[config.mk]
export PLATFORM = sky130hd
export DESIGN_NAME = wlse_core
export DESIGN_NICKNAME = d
export VERILOG_FILES = /design/src/logic/wlse_core.v /design/src/logic/wlse_addr_gen.v
export VERILOG_INCLUDE_DIRS = /design/src /design/src/logic
export SDC_FILE = /design/constraint.sdc
export NUM_CORES = 1
export LEC_CHECK = 0
export BUFFER_PORTS_ARGS = -buffer_cell sky130_fd_sc_hd__buf_2
export CAP_MARGIN = 20
export CORE_MARGIN = 5
export CORE_UTILIZATION = 45
export CTS_CLUSTER_SIZE = 16
export DETAILED_ROUTE_END_ITERATION = 8
export PLACE_DENSITY = 0.72
export SLEW_MARGIN = 20
export SYNTH_ARGS = -nofsm -noshare
export SYNTH_HDL_FRONTEND = slang
export SYNTH_SLANG_ARGS = --single-unit
[constraint.sdc]
create_clock -name ref_clk_i -period 3.5 [get_ports ref_clk_i]
set_input_delay 0.35 -clock ref_clk_i [delete_from_list [all_inputs] [get_ports ref_clk_i]]
set_output_delay 0.35 -clock ref_clk_i [all_outputs]
set_load 0.01 [all_outputs]
[src/logic/wlse_defs.vh]
`ifndef WLSE_DEFS_VH
`define WLSE_DEFS_VH
`define WLSE_PREFIX 8'hCF
`define WLSE_OP_ST_SPREL 6'h1D
`define WLSE_OP_LD_SPREL 6'h1C
`define WLSE_OP_LD_SP_IMM 8'h6E
`define WLSE_CYC_LD_SP_IMM 4'h4
`define WLSE_CYC_LD_ABS 4'h5
`define WLSE_CYC_LD_SP_ABS 4'h6
`define WLSE_CYC_LD_IND 4'h5
`define WLSE_CYC_SPREL 4'h6
`define WLSE_CYC_LD_IMM 4'h3
`define WLSE_SEL_BA 2'h0
`define WLSE_SEL_PTR 2'h1
`define WLSE_SEL_IX1 2'h2
`define WLSE_SEL_IX2 2'h3
`define WLSE_KIND_IMM 3'h0
`define WLSE_KIND_ABS 3'h1
`define WLSE_KIND_PTR 3'h2
`define WLSE_KIND_IX1 3'h3
`define WLSE_KIND_IX2 3'h4
`define WLSE_KIND_SPREL 3'h5
`endif

[src/logic/wlse_core.v]
// How it works
// - Stack-relative store: low byte, then next address
// - Displacement is signed, -128 to 127
// - Decode CFH, 74H-77H pair select, displacement
// - No condition flag ever changes
// - Immediate stack pointer load stores full word
// - CFH 6EH stack load, low-high, 4 cycles
// - Stack-relative pair load takes 6 cycles
// - Stack-relative pair store takes 6 cycles
`timescale 1ns/1ns
`default_nettype none
`include "wlse_defs.vh"
module wlse_core #(
  parameter PAGE_W = 8
) (
  input wire ref_clk_i, // Core clock
  input wire srst_i, // Synchronous reset, high
  input wire paged_model_i, // Paged configuration strap
  input wire start_i, // First opcode byte valid
  input wire [7:0] op0_i, // First opcode byte
  input wire [7:0] op1_i, // Second byte
  input wire [7:0] op2_i, // Third byte
  input wire [7:0] op3_i, // Fourth byte
  input wire [15:0] pair_ba_i, // Accumulator pair
  input wire [15:0] pair_ptr_i, // Main pointer pair
  input wire [15:0] pair_ix1_i, // First index
  input wire [15:0] pair_ix2_i, // Second index
  input wire [15:0] stack_ptr_i, // Stack pointer
  input wire [PAGE_W-1:0] data_page_i, // Data page register
  input wire [PAGE_W-1:0] index1_page_i, // First index page
  input wire [PAGE_W-1:0] index2_page_i, // Second index page
  input wire [7:0] cond_flags_i, // Condition flags now
  input wire [7:0] mem_rdata_i, // Data memory read data
  output reg [PAGE_W+15:0] mem_addr_o, // Data memory address
  output reg [7:0] mem_wdata_o, // Data memory write data
  output reg mem_rd_o, // Read strobe
  output reg mem_wr_o, // Write strobe
  output reg busy_o, // Instruction in progress
  output reg done_o, // Last cycle pulse
  output reg illegal_o, // Opcode not handled here
  output reg wb_en_o, // Register write-back pulse
  output reg wb_sp_o, // Write-back targets stack pointer
  output reg [1:0] wb_sel_o, // Pair chosen for write-back
  output reg [15:0] wb_data_o, // Write-back word
  output reg [7:0] cond_flags_o // Flags after instruction
);
  localparam S_IDLE = 4'b0001;
  localparam S_WAIT = 4'b0010;
  localparam S_LO = 4'b0100;
  localparam S_HI = 4'b1000;
  reg [3:0] state;
  reg [3:0] cnt;
  reg [3:0] acc_cyc;
  reg is_store;
  reg to_sp;
  reg [1:0] sel;
  reg [2:0] kind;
  reg [15:0] base;
  reg [7:0] disp;
  reg [15:0] store_word;
  reg [7:0] lo_byte;
  reg [PAGE_W-1:0] page_sel;
  reg dec_ok;
  reg dec_store;
  reg dec_sp;
  reg [2:0] dec_kind;
  reg [3:0] dec_cyc;
  reg [15:0] dec_base;
  reg [15:0] dec_pair;
  wire [PAGE_W+15:0] addr_now;
  wire hi_phase;
  assign hi_phase = (state == S_HI);
  always @* begin
    case (op1_i[1:0])
      `WLSE_SEL_BA: dec_pair = pair_ba_i;
      `WLSE_SEL_PTR: dec_pair = pair_ptr_i;
      `WLSE_SEL_IX1: dec_pair = pair_ix1_i;
      default: dec_pair = pair_ix2_i;
    endcase
  end
  always @* begin
    dec_ok = 1'b0;
    dec_store = 1'b0;
    dec_sp = 1'b0;
    dec_kind = `WLSE_KIND_IMM;
    dec_cyc = `WLSE_CYC_LD_IMM;
    dec_base = {op3_i, op2_i};
    if (op0_i == `WLSE_PREFIX) begin
      if (op1_i[7:2] == `WLSE_OP_ST_SPREL) begin
        dec_ok = 1'b1;
        dec_store = 1'b1;
        dec_kind = `WLSE_KIND_SPREL;
        dec_cyc = `WLSE_CYC_SPREL;
        dec_base = stack_ptr_i;
      end else if (op1_i[7:2] == `WLSE_OP_LD_SPREL) begin
        dec_ok = 1'b1;
        dec_kind = `WLSE_KIND_SPREL;
        dec_cyc = `WLSE_CYC_SPREL;
        dec_base = stack_ptr_i;
      end else if (op1_i == `WLSE_OP_LD_SP_IMM) begin
        dec_ok = 1'b1;
        dec_sp = 1'b1;
        dec_cyc = `WLSE_CYC_LD_SP_IMM;
      end
    end
  end
  wlse_addr_gen #(
    .PAGE_W(PAGE_W)
  ) u_addr (
    .base_i(base),
    .disp_i(disp),
    .use_disp_i(kind == `WLSE_KIND_SPREL),
    .hi_byte_i(hi_phase),
    .page_i(page_sel),
    .paged_model_i(paged_model_i),
    .addr_o(addr_now)
  );
  always @(posedge ref_clk_i) begin
    if (srst_i) begin
      state <= S_IDLE;
      cnt <= 4'h0;
      acc_cyc <= 4'h0;
      is_store <= 1'b0;
      to_sp <= 1'b0;
      sel <= 2'h0;
      kind <= `WLSE_KIND_IMM;
      base <= 16'h0000;
      disp <= 8'h00;
      store_word <= 16'h0000;
      lo_byte <= 8'h00;
      page_sel <= {PAGE_W{1'b0}};
      mem_addr_o <= {(PAGE_W+16){1'b0}};
      mem_wdata_o <= 8'h00;
      mem_rd_o <= 1'b0;
      mem_wr_o <= 1'b0;
      busy_o <= 1'b0;
      done_o <= 1'b0;
      illegal_o <= 1'b0;
      wb_en_o <= 1'b0;
      wb_sp_o <= 1'b0;
      wb_sel_o <= 2'h0;
      wb_data_o <= 16'h0000;
      cond_flags_o <= 8'h00;
    end else begin
      mem_rd_o <= 1'b0;
      mem_wr_o <= 1'b0;
      done_o <= 1'b0;
      illegal_o <= 1'b0;
      wb_en_o <= 1'b0;
      cond_flags_o <= cond_flags_i;
      case (state)
        S_IDLE: begin
          if (start_i) begin
            if (dec_ok) begin
              busy_o <= 1'b1;
              is_store <= dec_store;
              to_sp <= dec_sp;
              sel <= op1_i[1:0];
              kind <= dec_kind;
              base <= dec_base;
              disp <= op2_i;
              store_word <= dec_pair;
              if (dec_kind == `WLSE_KIND_IX1) begin
                page_sel <= index1_page_i;
              end else if (dec_kind == `WLSE_KIND_IX2) begin
                page_sel <= index2_page_i;
              end else begin
                page_sel <= data_page_i;
              end
              cnt <= 4'h1;
              acc_cyc <= dec_cyc - 4'h2;
              if (dec_kind == `WLSE_KIND_IMM) begin
                // Immediate word comes straight from the stream
                wb_data_o <= {op3_i, op2_i};
                wb_sp_o <= dec_sp;
                wb_sel_o <= op1_i[1:0];
              end
              state <= S_WAIT;
            end else begin
              illegal_o <= 1'b1;
            end
          end
        end
        S_WAIT: begin
          cnt <= cnt + 4'h1;
          if (kind == `WLSE_KIND_IMM) begin
            if (cnt == acc_cyc + 4'h1) begin
              wb_en_o <= 1'b1;
              done_o <= 1'b1;
              busy_o <= 1'b0;
              state <= S_IDLE;
            end
          end else if (cnt == acc_cyc - 4'h3) begin
            // Two strobes and two returns fill the last four cycles
            state <= S_LO;
          end
        end
        S_LO: begin
          cnt <= cnt + 4'h1;
          mem_addr_o <= addr_now;
          mem_wdata_o <= store_word[7:0];
          mem_wr_o <= is_store;
          mem_rd_o <= ~is_store;
          state <= S_HI;
        end
        S_HI: begin
          cnt <= cnt + 4'h1;
          if (cnt == acc_cyc - 4'h1) begin
            mem_addr_o <= addr_now;
            mem_wdata_o <= store_word[15:8];
            mem_wr_o <= is_store;
            mem_rd_o <= ~is_store;
          end else if (cnt == acc_cyc) begin
            // Read data arrives one cycle after its strobe
            lo_byte <= mem_rdata_i;
          end else begin
            // Last cycle: high byte captured, word handed back
            wb_data_o <= {mem_rdata_i, lo_byte};
            wb_sp_o <= to_sp;
            wb_sel_o <= sel;
            wb_en_o <= ~is_store;
            done_o <= 1'b1;
            busy_o <= 1'b0;
            state <= S_IDLE;
          end
        end
        default: state <= S_IDLE;
      endcase
    end
  end
endmodule
`default_nettype wire

[src/logic/wlse_addr_gen.v]
`timescale 1ns/1ns
`default_nettype none
module wlse_addr_gen #(
  parameter PAGE_W = 8
) (
  input wire [15:0] base_i, // Base 16-bit address
  input wire [7:0] disp_i, // Signed displacement
  input wire use_disp_i, // Add displacement
  input wire hi_byte_i, // Second byte of the word
  input wire [PAGE_W-1:0] page_i, // Selected page register
  input wire paged_model_i, // Page bits in use
  output wire [PAGE_W+15:0] addr_o // Full data address
);
  wire [15:0] disp_ext;
  wire [15:0] eff;
  wire [15:0] low;
  assign disp_ext = use_disp_i ? {{8{disp_i[7]}}, disp_i} : 16'h0000;
  assign eff = base_i + disp_ext;
  assign low = eff + {15'h0000, hi_byte_i};
  // Low half wraps inside 16 bits; page never carries
  assign addr_o = {(paged_model_i ? page_i : {PAGE_W{1'b0}}), low};
endmodule
`default_nettype wire

==> metrics.txt, run 1 <==
Tcrit/Tclk final=between 80% and 90%; Post-synth EDFFs=0; layout net count=between 1,000 and 1,500; Mapped Area=between 6000 and 7000 um^2; most frequent cells in the layout=buf_2, nand2_1, dfxtp_1; CP arrival=approximately 3.4 ns; commonest non-fill, non-tap cell in the layout=buf_2; Non-Filler Instances=1,175; Routed Antenna Nets=0; Worst R2R End=mem_addr_o[12]$_SDFFE_PP0P_; number of antenna violations at the first check in global routing=0; First-pass DRT Iterations=7; Cells after DPL=about 1,100; clock slew at reported path FFs=0.06 ns; CTS Hold Bufs=0; hold_sp=cond_flags_i[3]; status=complete, no violations; site row count=between 40 and 50; synthesis-stage register bit count=about 140; CP Launch Type=flip-flop; Num CTS Buffers=17; setup slack, reg-to-reg=0.45 ns; PostCTS Resize Cnt=0; Tmin final=~3.1 ns; Rel. slew slack=34.16%; LEAKAGE=3.493 nW; Top FF cell, synth=dfxtp_1; filler cell count=approximately 1,400; Max FO, Critical Path=8; worst hold path class=input pin to flip-flop; origin of the critical flop-to-flop path=state[3]$_SDFFE_PP0P_; Root Driver=clkbuf_16; reg2reg path depth=11; Power Dens Cells=about 420 nW/um^2; diode count=0; RSZ-0062 raised after global routing=false; dpl hpwl=roughly 14,000 um; Die ar.=17,340 um^2; Netlist cell types=58; Peak VDD IR=~390 uV; Crit path required time=about 3.8 ns; hold-critical path endpoint=cond_flags_o[3]$_SDFF_PP0_; Die X=131.7 um; setup TNS=0 ns; post-CTS setup buffers=0; cells after synthesis=798; max-cap viol count=0; CTS tree=built; clock skew=0.008270 ns; final instance area=between 8000 and 9000 um^2; Core Area=between 10,000 and 15,000 um^2; Placer Congestion=between 0.8 and 0.9; clock latency at the later pin of the worst-skew pair=around 0.41 ns; post-synthesis area per instance=around 8.3 um^2; final wirelength=roughly 19,000 um; total congestion overflow=0; final hold viol count=0; Setup crit end kind=flip-flop; average wire per standard cell=15.99 um; sequential fraction of the synthesis area=41.47%; worst-margin pin slew=0.9876 ns; area grow syn2layout=25.28%; largest net degree at the start of global routing=95; Final setup violation count=0; share of post-route cells with drive strength above 1=between 20% and 30%; initial drt markers=384; number of port buffers=204; # H-tree levels=4; placed instance area=7781 um^2; Warnings, synthesis=0; Initial Utilization=between 40% and 50%; first-pass GRT wire length=between 30,000 and 40,000 um; Max Fclk=between 300 and 400 MHz; FFs w/ async S/R, synth=0%; syn nets=974; fin. max-slew vios=0; DRC viols=0; clock sinks=138; vias per inst=roughly 5.3; clk buf depth=2; GR Util All Layers=21.22%; Vias=around 6,200; critical path class=flip-flop to flip-flop; WHS Path Cells=2; number of global-route vias before repair=between 5,000 and 6,000; Top Ports=221; Die Ht=131.7 um
synth_stat cells (2+ instances only):
master      n  area (um^2)
nor4b_2     2        30.03
inv_1      10        37.54
dfxtp_1   138         2763
o21ai_0    13        65.06
mux2i_1    25        250.2
nor2b_1    15        93.84
nand2b_1    3        18.77
a21boi_0    3        22.52
buf_6       2        22.52
nand2_1   169        634.4
and2_1     10        62.56
a311o_1     2        20.02
a31oi_1     2        12.51
nand3_1    14        70.07
mux4_2     16        360.4
nor2_1     82        307.8
clkbuf_1   36        135.1
buf_2      13        65.06
nor4bb_1    2        20.02
nor3_1      9        45.04
or3_1       2        12.51
xnor2_1    17        148.9
a21oi_1   108        540.5
nor3b_1     3        22.52
a211oi_1   24        180.2
o21a_1      5        37.54
buf_1       2        7.510
o31a_1      2        17.52
xor2_1      4        35.03
a21o_1      4        30.03
fa_1        2        40.04
ha_1       18        225.2
nor4_1      3        18.77
nand4_1     7        43.79
a311oi_1    8        70.07
metrics by stage:
step           total power (W)  util [%]  hold WS (ns)  setup slack (ns)
2_1_floorplan         0.001725         -        0.4317            0.3190
3_3_place_gp          0.001837     53.54        0.4358            0.5069
3_5_place_dp          0.001841     53.54        0.4417            0.4508
4_1_cts               0.003534     57.42        0.1319            0.4463
5_1_grt               0.003629     57.42        0.1327           0.08562
6_report              0.003509     57.42        0.1439            0.4454
worst max path at each step:
stage / startpoint / endpoint / slack (ns) / depth (start not counted)
after global routing: kind[0]$_SDFFE_PP0P_ / mem_addr_o[12]$_SDFFE_PP0P_ / 0.09 / 10
after floorplan: state[0]$_SDFFE_PP1P_ / mem_addr_o[12]$_SDFFE_PP0P_ / 0.32 / 13
after detailed placement: state[3]$_SDFFE_PP0P_ / mem_addr_o[12]$_SDFFE_PP0P_ / 0.45 / 11
after global placement: state[3]$_SDFFE_PP0P_ / mem_addr_o[12]$_SDFFE_PP0P_ / 0.51 / 11
after CTS: state[3]$_SDFFE_PP0P_ / mem_addr_o[12]$_SDFFE_PP0P_ / 0.45 / 11
final: state[3]$_SDFFE_PP0P_ / mem_addr_o[12]$_SDFFE_PP0P_ / 0.45 / 11
layer usage:
metal,GRT usage (%),wire (um),up-vias
met5,0,0,-
met4,5.200,217,0
met3,4.740,979,17
met2,34.45,8972,163
met1,28.84,8619,2879
li1,-,-,3138
kinds of logic (layout without fill, tap and decap cells):
group                    after synthesis  in the layout  synth area share [%]
adder cells (fa/ha/maj)               20             20                 3.982
AND/OR/NAND/NOR                      330            330                 21.84
flip-flops                           138            138                 41.47
buffers and inverters                 63            256                 4.020
AO/OA/AOI/OAI                        185            185                 16.75
multiplexers                          41             41                 9.166
XOR/XNOR                              21             21                 2.761
final cells by class:
| cell class | instances | area (um^2) | share of cell area [%] |
|---|---|---|---|
| clock buffers | 20 | 466.7 | 5.592 |
| clock inverters | 11 | 97.59 | 1.169 |
| inverters | 10 | 37.54 | 0.4498 |
| multi-input cells | 597 | 3645 | 43.67 |
| flip-flops and latches | 138 | 2763 | 33.10 |
| well taps | 184 | 230.2 | 2.759 |
| repair buffers | 215 | 1106 | 13.25 |
worst max-delay path, stage by stage, from the launching register on:
cell	delay [ns]
dfxtp_1	0.48
nor4b_4	0.26
inv_1	0.10
fa_1	0.41
fa_1	0.42
nor2b_1	0.16
o31ai_1	0.12
a21oi_1	0.30
a31oi_1	0.19
o21ai_0	0.22
xnor2_1	0.09
a211oi_1	0.22
registers in the layout, indices dropped and copies added (netlist names), 2 cells and up:
signal / cells
lo_byte: 8
sel: 2
state: 4
mem_wdata_o: 8
mem_addr_o: 24
page_sel: 8
cnt: 4
store_word: 16
cond_flags_o: 8
base: 16
wb_sel_o: 2
acc_cyc: 4
wb_data_o: 16
disp: 8
power breakdown:
part / internal (W) / total (W) / switching, W
clock: 0.00103 / 0.00170 / 0.000675
sequential: 0.00158 / 0.00159 / 0.00000657
combinational: 0.000111 / 0.000220 / 0.000109
total: 0.00272 / 0.00351 / 0.000791
No activity file was read; power rests on OpenSTA's default activity.
==> run 2, diff against run 1 <==
Settings changed: RECOVER_POWER set to 100.
==> metrics.txt, run 2 (synthesized netlist as in run 1, its figures left out) <==
number of global-route vias before repair=~6,000; met3 WL=about 960 um; area occupied by multi-input gates=roughly 3600 um^2; FF/Latch Area=2763 um^2; Final setup violation count=0; Rel. slew slack=-26.34%; First-pass DRT Iterations=5; Power Dens Cells=425.8 nW/um^2; # H-tree levels=4; commonest non-fill, non-tap cell in the layout=nand2_1; CP Launch Type=flip-flop; Num CTS Buffers=17; final wirelength=18,770 um; area grow syn2layout=23.67%; diode count=0; Initial Utilization=45.83%; filler cell count=~1,400; met2 WL=around 9000 um; post-CTS setup buffers=0; critical path class=flip-flop to flip-flop; average wire per standard cell=15.98 um; clk buf depth=2; PostCTS Resize Cnt=0; Largest register FFs=24; LEAKAGE=roughly 3.2 nW; total congestion overflow=0; clock sinks=138; first-pass GRT wire length=roughly 30,000 um; Setup crit end kind=flip-flop; most frequent cells in the layout=nand2_1, dfxtp_1, buf_2; Tmin final=about 3.1 ns; Vias=slightly above 6,000; largest net degree at the start of global routing=95; layout net count=1,155; clock skew=0.007874 ns; clock slew at reported path FFs=around 0.06 ns; Core Area=14,530 um^2; Routed Antenna Nets=0; Die X=around 130 um; number of port buffers=slightly above 200; Max FO, Critical Path=16; initial drt markers=428; Crit path required time=3.80 ns; max-cap viol count=1; status=complete, but fails checks; CTS Hold Bufs=0; Max Fclk=319.7 MHz; Peak VDD IR=391.2 uV; share of post-route cells with drive strength above 1=between 15 and 20%; clock latency at the later pin of the worst-skew pair=between 0.4 and 0.5 ns; GR Util All Layers=around a fifth; WL met1=8578 um; Placer Congestion=approximately 0.83; worst-margin pin slew=around 1.9 ns; WHS=0.1407 ns; Die Ht=131.7 um; CTS tree=built; Top Ports=roughly 220; worst hold path class=input pin to flip-flop; Root Driver=clkbuf_16; Final Util=56.68%; total power=between 0.003 and 0.004 W; DRC viols=0; final hold viol count=0; CP arrival=3.42 ns; site row count=44; fin. max-slew vios=95; Tcrit/Tclk final=between 80% and 90%; placed instance area=slightly below 8000 um^2; final instance area=8238 um^2; uppermost layer routed=met4; failing checks=capacitance limit, slew limit; Die ar.=17,340 um^2; setup TNS=0 ns; vias per inst=approximately 5.3; RSZ-0062 raised after global routing=false; Largest Register=mem_addr_o; number of antenna violations at the first check in global routing=0; dpl hpwl=roughly 14,000 um
## run 2: changes by cell type in the layout (fill, tap and decap cells not counted), sizes merged
cell    delta
clkbuf    +73
buf       -73
## run 2: per-layer routing
layer  up-vias  track usage (%)
li1       3142                -
met1      2919            28.84
met2       142            34.45
met3        20            4.740
met4         0            5.200
met5         -                0
## run 2: final cells by class
type,instances,share of cell area [%]
Clock buffer,20,5.665
Clock inverter,11,1.185
Inverter,10,0.4557
Multi-Input combinational cell,597,44.20
Sequential cell,138,33.54
Tap cell,184,2.795
Timing Repair Buffer,215,12.17
## run 2: power by group
part	switching [W]	total, W	internal [W]
Clock	0.000677	0.00170	0.00103
Combinational	0.000108	0.000216	0.000108
Sequential	0.00000676	0.00159	0.00158
Total	0.000792	0.00351	0.00272
## run 2: final timing paths
kind	from	slack (ns)	depth (start not counted)	endpoint
worst max-delay path	kind[0]$_SDFFE_PP0P_	0.37	8	mem_addr_o[12]$_SDFFE_PP0P_
worst min-delay path	cond_flags_i[3]	0.14	2	cond_flags_o[3]$_SDFF_PP0_
worst max register to register	kind[0]$_SDFFE_PP0P_	0.37	8	mem_addr_o[12]$_SDFFE_PP0P_
worst min register to register	disp[3]$_SDFFE_PP0P_	0.45	2	disp[3]$_SDFFE_PP0P_
## run 2: worst max-delay path: stages (launching register included)
cell and delay, ns:
dfxtp_1 0.64, and2_0 0.49, ha_1 0.38, a2111oi_0 0.47, a21oi_1 0.22, a31oi_1 0.31
o21ai_0 0.15, xnor2_1 0.15, a211oi_1 0.22
## run 2: through the flow
step                cells  worst slack [ns]
floorplan             798            0.3190
global placement     1144            0.5069
detailed placement   1144            0.4508
CTS                  1175            0.4463
global route         1175           0.04344
finish               1175            0.3721
